[src/logic/lsd_pkg.sv]
// Behaviour
// RULE_01 - In normal mode each serial clock rise shifts serial_in into a 16-stage chain whose last stage drives serial_out.
// RULE_02 - The strobe pulse that picks the next mode during the switching phase never loads the channel latch.
// RULE_03 - Error detection and gain programming are only available once special mode is entered.
// RULE_04 - In special mode a strobe captures the shifted code into the configuration latch, not the channel latch.
// RULE_05 - In special mode the stored error status is shifted out on serial_out by clocking the chain.
// RULE_06 - The controller holds blank_switch_detect_n low at least 2 us, 200 system clocks at 100 MHz, before status is valid.
// RULE_07 - Repeating the switching sequence from special mode returns the block to normal latching.
// RULE_08 - Channels are driven while blank_switch_detect_n is low and all blanked while it is high, in every phase.
// RULE_09 - A low pulse on blank_switch_detect_n exactly one serial clock wide enters the switching phase.
// RULE_10 - In special mode a low blank_switch_detect_n drives the channels and loads the error status into the chain.
// RULE_11 - In the switching phase the strobe level at the next serial clock rise selects special (high) or normal (low).
package lsd_pkg;
	localparam int CHAIN_W = 16;
	localparam int FIFO_DEPTH = 16;
	localparam int SYS_CLK_MHZ = 100;
	localparam int ED_SETUP_NS = 2000;
	localparam int ED_SETUP_CYC = (ED_SETUP_NS * SYS_CLK_MHZ + 999) / 1000;
	localparam int ED_CNT_W = 8;
	localparam logic [ED_CNT_W-1:0] ED_CNT_DONE = ED_CNT_W'(ED_SETUP_CYC);
	localparam logic [ED_CNT_W-1:0] ED_CNT_LOAD = ED_CNT_W'(ED_SETUP_CYC - 1);
	localparam logic [1:0] SW_EDGES_ONE = 2'h1;
	localparam logic [1:0] SW_EDGES_MAX = 2'h3;
	localparam logic [CHAIN_W-1:0] CHAIN_RST = 16'h0000;
	localparam logic [CHAIN_W-1:0] LATCH_RST = 16'h0000;
	localparam logic [CHAIN_W-1:0] GAIN_RST = 16'h0000;
	localparam logic [CHAIN_W-1:0] FAULT_RST = 16'hFFFF;

	typedef enum logic [1:0] {
		LSD_PH_NORMAL,
		LSD_PH_SWITCH,
		LSD_PH_SPECIAL
	} lsd_phase_t;

	typedef struct packed {
		logic sclk;
		logic sdata;
		logic strobe;
		logic blank_n;
	} lsd_pins_t;

	localparam lsd_pins_t PINS_RST = 4'h1;

	typedef struct packed {
		logic                is_config;
		logic [CHAIN_W-1:0]  data;
	} lsd_capture_t;

	localparam int CAP_W = $bits(lsd_capture_t);

	function automatic logic lsd_rise(input logic cur, input logic prev);
		return cur & ~prev;
	endfunction

	function automatic logic lsd_fall(input logic cur, input logic prev);
		return prev & ~cur;
	endfunction
endpackage

[src/logic/lsd_serial_ctrl.sv]
`timescale 1ns/1ps
module lsd_fifo #(
	parameter int WIDTH = lsd_pkg::CAP_W,
	parameter int DEPTH = lsd_pkg::FIFO_DEPTH
) (
	// clock and reset
	input  wire logic              i_sys_clk,
	input  wire logic              i_rst_n,
	// fill side
	input  wire logic              i_wr_valid,
	output logic                   o_wr_ready,
	input  wire logic [WIDTH-1:0]  i_wr_data,
	// drain side
	output logic                   o_rd_valid,
	input  wire logic              i_rd_ready,
	output logic [WIDTH-1:0]       o_rd_data
);
	localparam int AW = $clog2(DEPTH);

	logic [WIDTH-1:0]  mem_q [DEPTH];
	logic [AW:0]       wr_q;
	logic [AW:0]       wr_d;
	logic [AW:0]       rd_q;
	logic [AW:0]       rd_d;
	logic              wr_fire;
	logic              rd_fire;

	// full when pointers differ only in the wrap bit
	assign o_wr_ready = !((wr_q[AW] != rd_q[AW]) && (wr_q[AW-1:0] == rd_q[AW-1:0]));
	assign o_rd_valid = (wr_q != rd_q);
	assign o_rd_data  = mem_q[rd_q[AW-1:0]];

	always_comb begin
		wr_fire = i_wr_valid && o_wr_ready;
		rd_fire = o_rd_valid && i_rd_ready;
		wr_d    = wr_q + {{AW{1'b0}}, wr_fire};
		rd_d    = rd_q + {{AW{1'b0}}, rd_fire};
	end

	always_ff @(posedge i_sys_clk) begin
		if (wr_fire) begin
			mem_q[wr_q[AW-1:0]] <= i_wr_data;
		end
	end

	always_ff @(posedge i_sys_clk or negedge i_rst_n) begin
		if (!i_rst_n) begin
			wr_q <= '0;
			rd_q <= '0;
		end else begin
			wr_q <= wr_d;
			rd_q <= rd_d;
		end
	end
endmodule // lsd_fifo

module lsd_serial_ctrl (
	// clock and reset
	input  wire logic                         i_sys_clk,
	input  wire logic                         i_rst_n,
	// serial pins
	input  wire logic                         i_serial_clk,
	input  wire logic                         i_serial_in,
	input  wire logic                         i_latch_mode_config_strobe,
	input  wire logic                         i_blank_switch_detect_n,
	output logic                              o_serial_out,
	// channel side
	input  wire logic [lsd_pkg::CHAIN_W-1:0]  i_channel_fault_n,
	output logic [lsd_pkg::CHAIN_W-1:0]       o_sink_channels,
	output logic [lsd_pkg::CHAIN_W-1:0]       o_gain_code,
	output logic                              o_special_mode,
	// capture buffer
	output logic                              o_capture_ready,
	input  wire logic                         i_apply_ready
);
	lsd_pkg::lsd_pins_t             pins_in;
	lsd_pkg::lsd_pins_t             s1_q;
	lsd_pkg::lsd_pins_t             s2_q;
	lsd_pkg::lsd_pins_t             prev_q;
	logic [lsd_pkg::CHAIN_W-1:0]    fault_s1_q;
	logic [lsd_pkg::CHAIN_W-1:0]    fault_s2_q;

	lsd_pkg::lsd_phase_t            phase_q;
	lsd_pkg::lsd_phase_t            phase_d;
	logic [1:0]                     sw_cnt_q;
	logic [1:0]                     sw_cnt_d;
	logic [lsd_pkg::ED_CNT_W-1:0]   ed_cnt_q;
	logic [lsd_pkg::ED_CNT_W-1:0]   ed_cnt_d;
	logic [lsd_pkg::CHAIN_W-1:0]    chain_q;
	logic [lsd_pkg::CHAIN_W-1:0]    chain_d;
	logic [lsd_pkg::CHAIN_W-1:0]    latch_q;
	logic [lsd_pkg::CHAIN_W-1:0]    latch_d;
	logic [lsd_pkg::CHAIN_W-1:0]    gain_q;
	logic [lsd_pkg::CHAIN_W-1:0]    gain_d;
	logic [lsd_pkg::CHAIN_W-1:0]    sink_q;
	logic [lsd_pkg::CHAIN_W-1:0]    sink_d;

	logic                           shift;
	logic                           strobe_rise;
	logic                           blank_fall;
	logic                           blank_rise;
	logic                           sw_fire;
	logic                           err_load;
	logic                           push;
	lsd_pkg::lsd_capture_t          push_word;
	logic                           fifo_ready;
	logic                           pop_valid;
	lsd_pkg::lsd_capture_t          pop_word;
	logic                           apply;

	// pin synchronisers
	assign pins_in = {i_serial_clk, i_serial_in, i_latch_mode_config_strobe, i_blank_switch_detect_n};

	always_ff @(posedge i_sys_clk or negedge i_rst_n) begin
		if (!i_rst_n) begin
			s1_q       <= lsd_pkg::PINS_RST;
			s2_q       <= lsd_pkg::PINS_RST;
			prev_q     <= lsd_pkg::PINS_RST;
			fault_s1_q <= lsd_pkg::FAULT_RST;
			fault_s2_q <= lsd_pkg::FAULT_RST;
		end else begin
			s1_q       <= pins_in;
			s2_q       <= s1_q;
			prev_q     <= s2_q;
			fault_s1_q <= i_channel_fault_n;
			fault_s2_q <= fault_s1_q;
		end
	end

	// edge events
	always_comb begin
		shift       = lsd_pkg::lsd_rise(s2_q.sclk, prev_q.sclk);
		strobe_rise = lsd_pkg::lsd_rise(s2_q.strobe, prev_q.strobe);
		blank_fall  = lsd_pkg::lsd_fall(s2_q.blank_n, prev_q.blank_n);
		blank_rise  = lsd_pkg::lsd_rise(s2_q.blank_n, prev_q.blank_n);
	end

	// control next state
	always_comb begin
		sw_cnt_d = sw_cnt_q;
		if (blank_fall) begin
			sw_cnt_d = {1'b0, shift};
		end else if (!s2_q.blank_n && shift && sw_cnt_q != lsd_pkg::SW_EDGES_MAX) begin
			sw_cnt_d = sw_cnt_q + 2'h1;
		end
		// RULE_09 one clock low pulse
		sw_fire = blank_rise && (sw_cnt_q == lsd_pkg::SW_EDGES_ONE);
		phase_d = phase_q;
		// RULE_07 repeat switch sequence
		if (sw_fire) begin
			phase_d = lsd_pkg::LSD_PH_SWITCH;
		end else begin
			unique case (phase_q)
				lsd_pkg::LSD_PH_NORMAL: begin
					phase_d = lsd_pkg::LSD_PH_NORMAL;
				end
				// RULE_11 strobe level selects
				lsd_pkg::LSD_PH_SWITCH: begin
					if (shift) begin
						phase_d = s2_q.strobe ? lsd_pkg::LSD_PH_SPECIAL : lsd_pkg::LSD_PH_NORMAL;
					end
				end
				lsd_pkg::LSD_PH_SPECIAL: begin
					phase_d = lsd_pkg::LSD_PH_SPECIAL;
				end
				default: begin
					phase_d = lsd_pkg::LSD_PH_NORMAL;
				end
			endcase
		end
		// RULE_03 detect only in special
		ed_cnt_d = ed_cnt_q;
		if (phase_q != lsd_pkg::LSD_PH_SPECIAL || s2_q.blank_n) begin
			ed_cnt_d = '0;
		end else if (ed_cnt_q != lsd_pkg::ED_CNT_DONE) begin
			ed_cnt_d = ed_cnt_q + {{(lsd_pkg::ED_CNT_W-1){1'b0}}, 1'b1};
		end
		// RULE_10 detect loads status
		err_load = (phase_q == lsd_pkg::LSD_PH_SPECIAL) && !s2_q.blank_n && (ed_cnt_q == lsd_pkg::ED_CNT_LOAD);
		// RULE_01 serial shift chain
		if (err_load) begin
			chain_d = fault_s2_q;
		end else if (shift) begin
			chain_d = {chain_q[lsd_pkg::CHAIN_W-2:0], s2_q.sdata};
		end else begin
			chain_d = chain_q;
		end
		// RULE_02 no latch while switching
		unique case (phase_q)
			lsd_pkg::LSD_PH_NORMAL: begin
				push = s2_q.strobe && (strobe_rise || shift);
			end
			lsd_pkg::LSD_PH_SPECIAL: begin
				push = strobe_rise;
			end
			default: begin
				push = 1'b0;
			end
		endcase
		// RULE_04 special strobe targets config
		push_word.is_config = (phase_q == lsd_pkg::LSD_PH_SPECIAL);
		push_word.data      = chain_d;
	end

	always_ff @(posedge i_sys_clk or negedge i_rst_n) begin
		if (!i_rst_n) begin
			phase_q  <= lsd_pkg::LSD_PH_NORMAL;
			sw_cnt_q <= '0;
			ed_cnt_q <= '0;
			chain_q  <= lsd_pkg::CHAIN_RST;
		end else begin
			phase_q  <= phase_d;
			sw_cnt_q <= sw_cnt_d;
			ed_cnt_q <= ed_cnt_d;
			chain_q  <= chain_d;
		end
	end

	// capture buffer between strobe and latches
	lsd_fifo #(
		.WIDTH (lsd_pkg::CAP_W),
		.DEPTH (lsd_pkg::FIFO_DEPTH)
	) u_capture_fifo (
		.i_sys_clk  (i_sys_clk),
		.i_rst_n    (i_rst_n),
		.i_wr_valid (push),
		.o_wr_ready (fifo_ready),
		.i_wr_data  (push_word),
		.o_rd_valid (pop_valid),
		.i_rd_ready (i_apply_ready),
		.o_rd_data  (pop_word)
	);

	// latch and output next state
	always_comb begin
		apply   = pop_valid && i_apply_ready;
		latch_d = latch_q;
		gain_d  = gain_q;
		if (apply && pop_word.is_config) begin
			gain_d = pop_word.data;
		end else if (apply) begin
			latch_d = pop_word.data;
		end
		// RULE_08 enable or blank channels
		sink_d = latch_d & {lsd_pkg::CHAIN_W{~s2_q.blank_n}};
	end

	always_ff @(posedge i_sys_clk or negedge i_rst_n) begin
		if (!i_rst_n) begin
			latch_q <= lsd_pkg::LATCH_RST;
			gain_q  <= lsd_pkg::GAIN_RST;
			sink_q  <= '0;
		end else begin
			latch_q <= latch_d;
			gain_q  <= gain_d;
			sink_q  <= sink_d;
		end
	end

	// RULE_05 status leaves on serial out
	assign o_serial_out    = chain_q[lsd_pkg::CHAIN_W-1];
	assign o_sink_channels = sink_q;
	assign o_gain_code     = gain_q;
	assign o_special_mode  = (phase_q == lsd_pkg::LSD_PH_SPECIAL);
	assign o_capture_ready = fifo_ready;
endmodule // lsd_serial_ctrl

[config.mk]
export PLATFORM = sky130hd
export DESIGN_NAME = lsd_serial_ctrl
export DESIGN_NICKNAME = d
export VERILOG_FILES = /design/src/logic/lsd_pkg.sv /design/src/logic/lsd_serial_ctrl.sv
export SDC_FILE = /design/constraint.sdc
export NUM_CORES = 1
export LEC_CHECK = 0
export BUFFER_PORTS_ARGS = -buffer_cell sky130_fd_sc_hd__buf_2
export CORE_MARGIN = 1
export CORE_UTILIZATION = 55
export DETAILED_ROUTE_END_ITERATION = 12
export PLACE_DENSITY = 0.76
export SLEW_MARGIN = 40
export SYNTH_ARGS = -nofsm -noshare
export SYNTH_HDL_FRONTEND = slang
export SYNTH_SLANG_ARGS = --single-unit
[constraint.sdc]
create_clock -name i_sys_clk -period 7.5 [get_ports i_sys_clk]
set_input_delay 0.75 -clock i_sys_clk [delete_from_list [all_inputs] [get_ports i_sys_clk]]
set_output_delay 0.75 -clock i_sys_clk [all_outputs]
set_load 0.02 [all_outputs]
==> impl_metrics.csv <==
group,metric,value,unit
clock_network,tritoncts_clock_tree,"done",
timing,timing.final.ws_setup,4169,ps
yosys,synth-seq-cells,401,
place,placement.setup.worst_slack,4211,ps
floorplanning,placeableCoreArea,0.02695,sq mm
yosys,synth.lib_cells_used.distinct,45,
detailed_routing,dr.first_iter.drc_count,713,
critical_path,critical_path_peak_fanout,20,
worst_hold_path,hold_path_class,"primary input to asynchronous set/reset pin",
detailed_routing,post-route-drc-count,0,
critical_path,worstSetupPathType,"flip-flop to flip-flop",
yosys,ys_async_sr_fraction,0.3217,
critical_path,r2r_cells,7,
cells_and_area,nFillCells,1776,
detailed_routing,ant_nets,0,
yosys,synth_top_family_by_area,"multiplexers",
floorplanning,initial_core_util,0.5605,
yosys,commonest_register_cell_after_synthesis,"sky130_fd_sc_hd__edfxtp_1",
yosys,largest_cells_by_area_after_synthesis,"sky130_fd_sc_hd__edfxtp_1 54%, sky130_fd_sc_hd__dfrtp_1 16%, sky130_fd_sc_hd__mux4_2 10%",
timing,fmax,300.2,MHz
clock_network,hold_buffer_count_at_cts,0,
yosys,synth-seq-area-share,0.7573,
critical_path,worstPathArrival,3720,ps
global_route,antenna_found_initial,0,
cells_and_area,area_growth_syn_to_layout,14.15,%
clock_network,cts-root-buf,"sky130_fd_sc_hd__clkbuf_16",
cells_and_area,n_antenna_cell,0,
flow_run,maximum_capacitance_violations,0,
global_route,grt_use_total,0.2055,
place,dp_hpwl,16.78,mm
critical_path,end_kind,"flip-flop",
yosys,yosys_warning_total,0,
clock_network,htree_num_levels,2,
place,count_of_input_and_output_buffers,57,
yosys,synth_area,0.01511,sq mm
clock_network,clk_pin_slew,60,ps
global_route,first_global_vias,7625,
timing,maxSlewHeadroom,0.4642,
power_and_ir_drop,p_leak,0.006268,uW
timing,timing.final.max_slew_violations,0,
place,detailed_place.area,0.01598,sq mm
floorplanning,ios,58,
global_route,wire_length_of_the_first_global_routing_pass,43.75,mm
clock_network,clk-insertion-delay-late,530,ps
clock_network,number_of_buffers_added_by_the_clock_tree_synthesis_step,40,
power_and_ir_drop,power_density,396.5,mW/mm^2
clock_network,cts.sink_count,401,
yosys,synth.mux.area_fraction,0.1276,
floorplanning,floorplan.die.width,167.7,microns
timing,rsz_0062_raised_after_global_routing,"no",
cells_and_area,postLayoutCellArea,0.01724,sq mm
timing,max_slew.worst_pin.slew,803.6,ps
timing,final-setup-viol-count,0,
power_and_ir_drop,ir_drop,0.2022,mV
critical_path,r2r_end,"u_capture_fifo.rd_q[2]",
detailed_routing,wl,27.56,mm
timing,fin_worst_skew,19.72,ps
clock_network,postCtsResizedCells,0,
yosys,synth_nets,850,
critical_path,critical_path_required,7890,ps
timing,min_period,3331,ps
yosys,post_synth.cell_area_avg,18.51,sq um
detailed_routing,detailroute.via_count,7554,
yosys,count_of_flip_flops_with_a_built_in_enable_after_synthesis,272,
global_route,globalRoute.totalOverflow,0,
global_route,maximum_number_of_pins_on_one_net_before_global_route_repair,80,
yosys,post-synth-top-area-cell,"sky130_fd_sc_hd__edfxtp_1",
yosys,synth_top_area_frac,0.5407,
critical_path,timing.rr.start,"u_capture_fifo.rd_q[0]",
detailed_routing,routedWlPerCell,21.47,microns
floorplanning,fp.dieH,167.7,microns
floorplanning,design.die.area,0.02813,sq mm
status,outcome,"finished, final reports clean",
yosys,synth_cells,816,
yosys,synth_xor_area_frac,0.008697,
yosys,synthSimpleGateAreaFrac,0.04191,
place,place.gp.congestion,0.7523,
timing,period_utilisation_layout,0.4441,
timing,totalNegativeSetupSlack,0,ps
clock_network,post_cts.repair.setup_buffers,0,
cells_and_area,final_layout_size_suffix_gt1_frac,0.2980,
detailed_routing,viasPerCell,5.883,
floorplanning,rows,60,
yosys,synth-adder-area-share,0.009111,
timing,timing_hold_violations_final,0,
clock_network,cts.path.max_buffers,3,
cells_and_area,nNetsFinal,945,
critical_path,ff2ff_setup_slack,4170,ps
critical_path,startpoint_type,"flip-flop",
detailed_routing,drt_pre_antenna_iters,5,
yosys,synth-compound-area-share,0.04092,
synthesized netlist by cell type, drive strengths merged, types with 2 or more instances:
master,count
a21oi,19
a22oi,32
and3,3
buf,17
clkbuf,25
dfrtp,94
dfstp,35
edfxtp,272
ha,11
inv,7
mux2,17
mux2i,19
mux4,67
nand2,58
nand2b,6
nand3,25
nand3b,3
nor2,27
nor2b,3
nor3,5
o21ai,39
or3,2
xnor2,9
xor2,6
state kept, by name (all words and copies together), names as in the netlist:
register and cells:
u_capture_fifo.rd_q 5, u_capture_fifo.mem_q 272, fault_s1_q 16, ed_cnt_q 8
prev_q 3, sw_cnt_q 2, s2_q 4, latch_q 16
chain_q 16, o_sink_channels 16, o_gain_code 16, fault_s2_q 16
s1_q 4, phase_q 2, u_capture_fifo.wr_q 5
report_power, final:
part | total (uW) | switching [uW] | internal (uW)
clock network | 1900 | 783 | 1110
registers | 3060 | 200 | 2860
logic | 1890 | 1100 | 784
through the flow:
stage          hold WS (ps)  std cells    util  power [uW]
6_report              253.7       1284  0.6398        6837
5_1_grt               296.1       1284  0.6398        7153
4_1_cts               266.3       1284  0.6396        6893
3_3_place_gp          331.8       1209  0.5918        4911
3_5_place_dp          334.7       1210  0.5929        4994
2_1_floorplan         331.2        816       -        4375
logic make-up after synthesis:
kind of cell             after synthesis
flip-flops                           401
AO/OA/AOI/OAI                         98
multiplexers                         103
XOR/XNOR                              15
buffers and inverters                 50
AND/OR/NAND/NOR                      138
adder cells (fa/ha/maj)               11
area by class of cell:
cell class | count | area [sq um] | share of cell area
Multi-Input combinational cell | 365 | 3496 | 0.2027
Sequential cell | 401 | 11440 | 0.6637
Inverter | 8 | 30.03 | 0.001742
Clock inverter | 21 | 185.2 | 0.01074
Tap cell | 341 | 426.7 | 0.02474
Timing Repair Buffer | 95 | 589.3 | 0.03418
Clock buffer | 53 | 1071 | 0.06211
worst max-delay path, cell delays in order, from the launching register on:
cell	delay (ps)
sky130_fd_sc_hd__dfrtp_4	650
sky130_fd_sc_hd__xnor2_1	260
sky130_fd_sc_hd__nand4_1	130
sky130_fd_sc_hd__o21ai_2	640
sky130_fd_sc_hd__clkinv_1	680
sky130_fd_sc_hd__ha_1	430
sky130_fd_sc_hd__ha_1	230
sky130_fd_sc_hd__xor2_1	150
how the worst max path moves through the flow:
| stage | start | to | slack [ps] | cells after the start |
|---|---|---|---|---|
| 2_1_floorplan | phase_q[0] | u_capture_fifo.mem_q[0][0] | 3810 | 7 |
| 3_3_place_gp | u_capture_fifo.rd_q[0] | u_capture_fifo.rd_q[4] | 4000 | 8 |
| 3_5_place_dp | u_capture_fifo.rd_q[0] | u_capture_fifo.rd_q[2] | 4210 | 7 |
| 4_1_cts | u_capture_fifo.rd_q[0] | u_capture_fifo.rd_q[2] | 4180 | 7 |
| 5_1_grt | u_capture_fifo.rd_q[0] | u_capture_fifo.rd_q[4] | 3890 | 8 |
| 6_report | u_capture_fifo.rd_q[0] | u_capture_fifo.rd_q[2] | 4170 | 7 |
layer usage:
layer | part of all wire | track usage
met5 | 0 | 0
met4 | 0.022 | 0.05744
met3 | 0.066 | 0.03663
met2 | 0.48 | 0.3234
met1 | 0.43 | 0.2994
placed cells by master, fill, tap and decap left out, types with 2 or more instances in the layout:
master	Yosys	layout
sky130_fd_sc_hd__clkbuf_16	0	41
sky130_fd_sc_hd__nor3_2	0	5
sky130_fd_sc_hd__clkinv_2	0	4
sky130_fd_sc_hd__and3_1	3	3
sky130_fd_sc_hd__nand3_1	25	25
sky130_fd_sc_hd__nor2b_4	0	2
sky130_fd_sc_hd__bufinv_16	0	3
sky130_fd_sc_hd__buf_4	0	37
sky130_fd_sc_hd__nand2_1	58	58
sky130_fd_sc_hd__mux2i_1	19	19
sky130_fd_sc_hd__inv_1	7	7
sky130_fd_sc_hd__dfrtp_1	94	92
sky130_fd_sc_hd__or3_1	2	2
sky130_fd_sc_hd__dfstp_2	35	35
sky130_fd_sc_hd__mux2_2	7	7
sky130_fd_sc_hd__nand2b_1	6	6
sky130_fd_sc_hd__xor2_1	6	6
sky130_fd_sc_hd__mux2_4	10	10
sky130_fd_sc_hd__ha_1	11	11
sky130_fd_sc_hd__edfxtp_1	272	272
sky130_fd_sc_hd__nor2_1	26	26
sky130_fd_sc_hd__buf_2	12	56
sky130_fd_sc_hd__clkbuf_1	25	12
sky130_fd_sc_hd__clkinv_1	1	12
sky130_fd_sc_hd__a22oi_1	32	32
sky130_fd_sc_hd__a21oi_1	19	19
sky130_fd_sc_hd__mux4_2	67	67
sky130_fd_sc_hd__inv_6	0	2
sky130_fd_sc_hd__nand3b_1	3	3
sky130_fd_sc_hd__xnor2_1	9	9
sky130_fd_sc_hd__o21ai_0	37	37
sky130_fd_sc_hd__o21ai_2	1	2
Note: power is estimated with default switching activity, not from simulation.
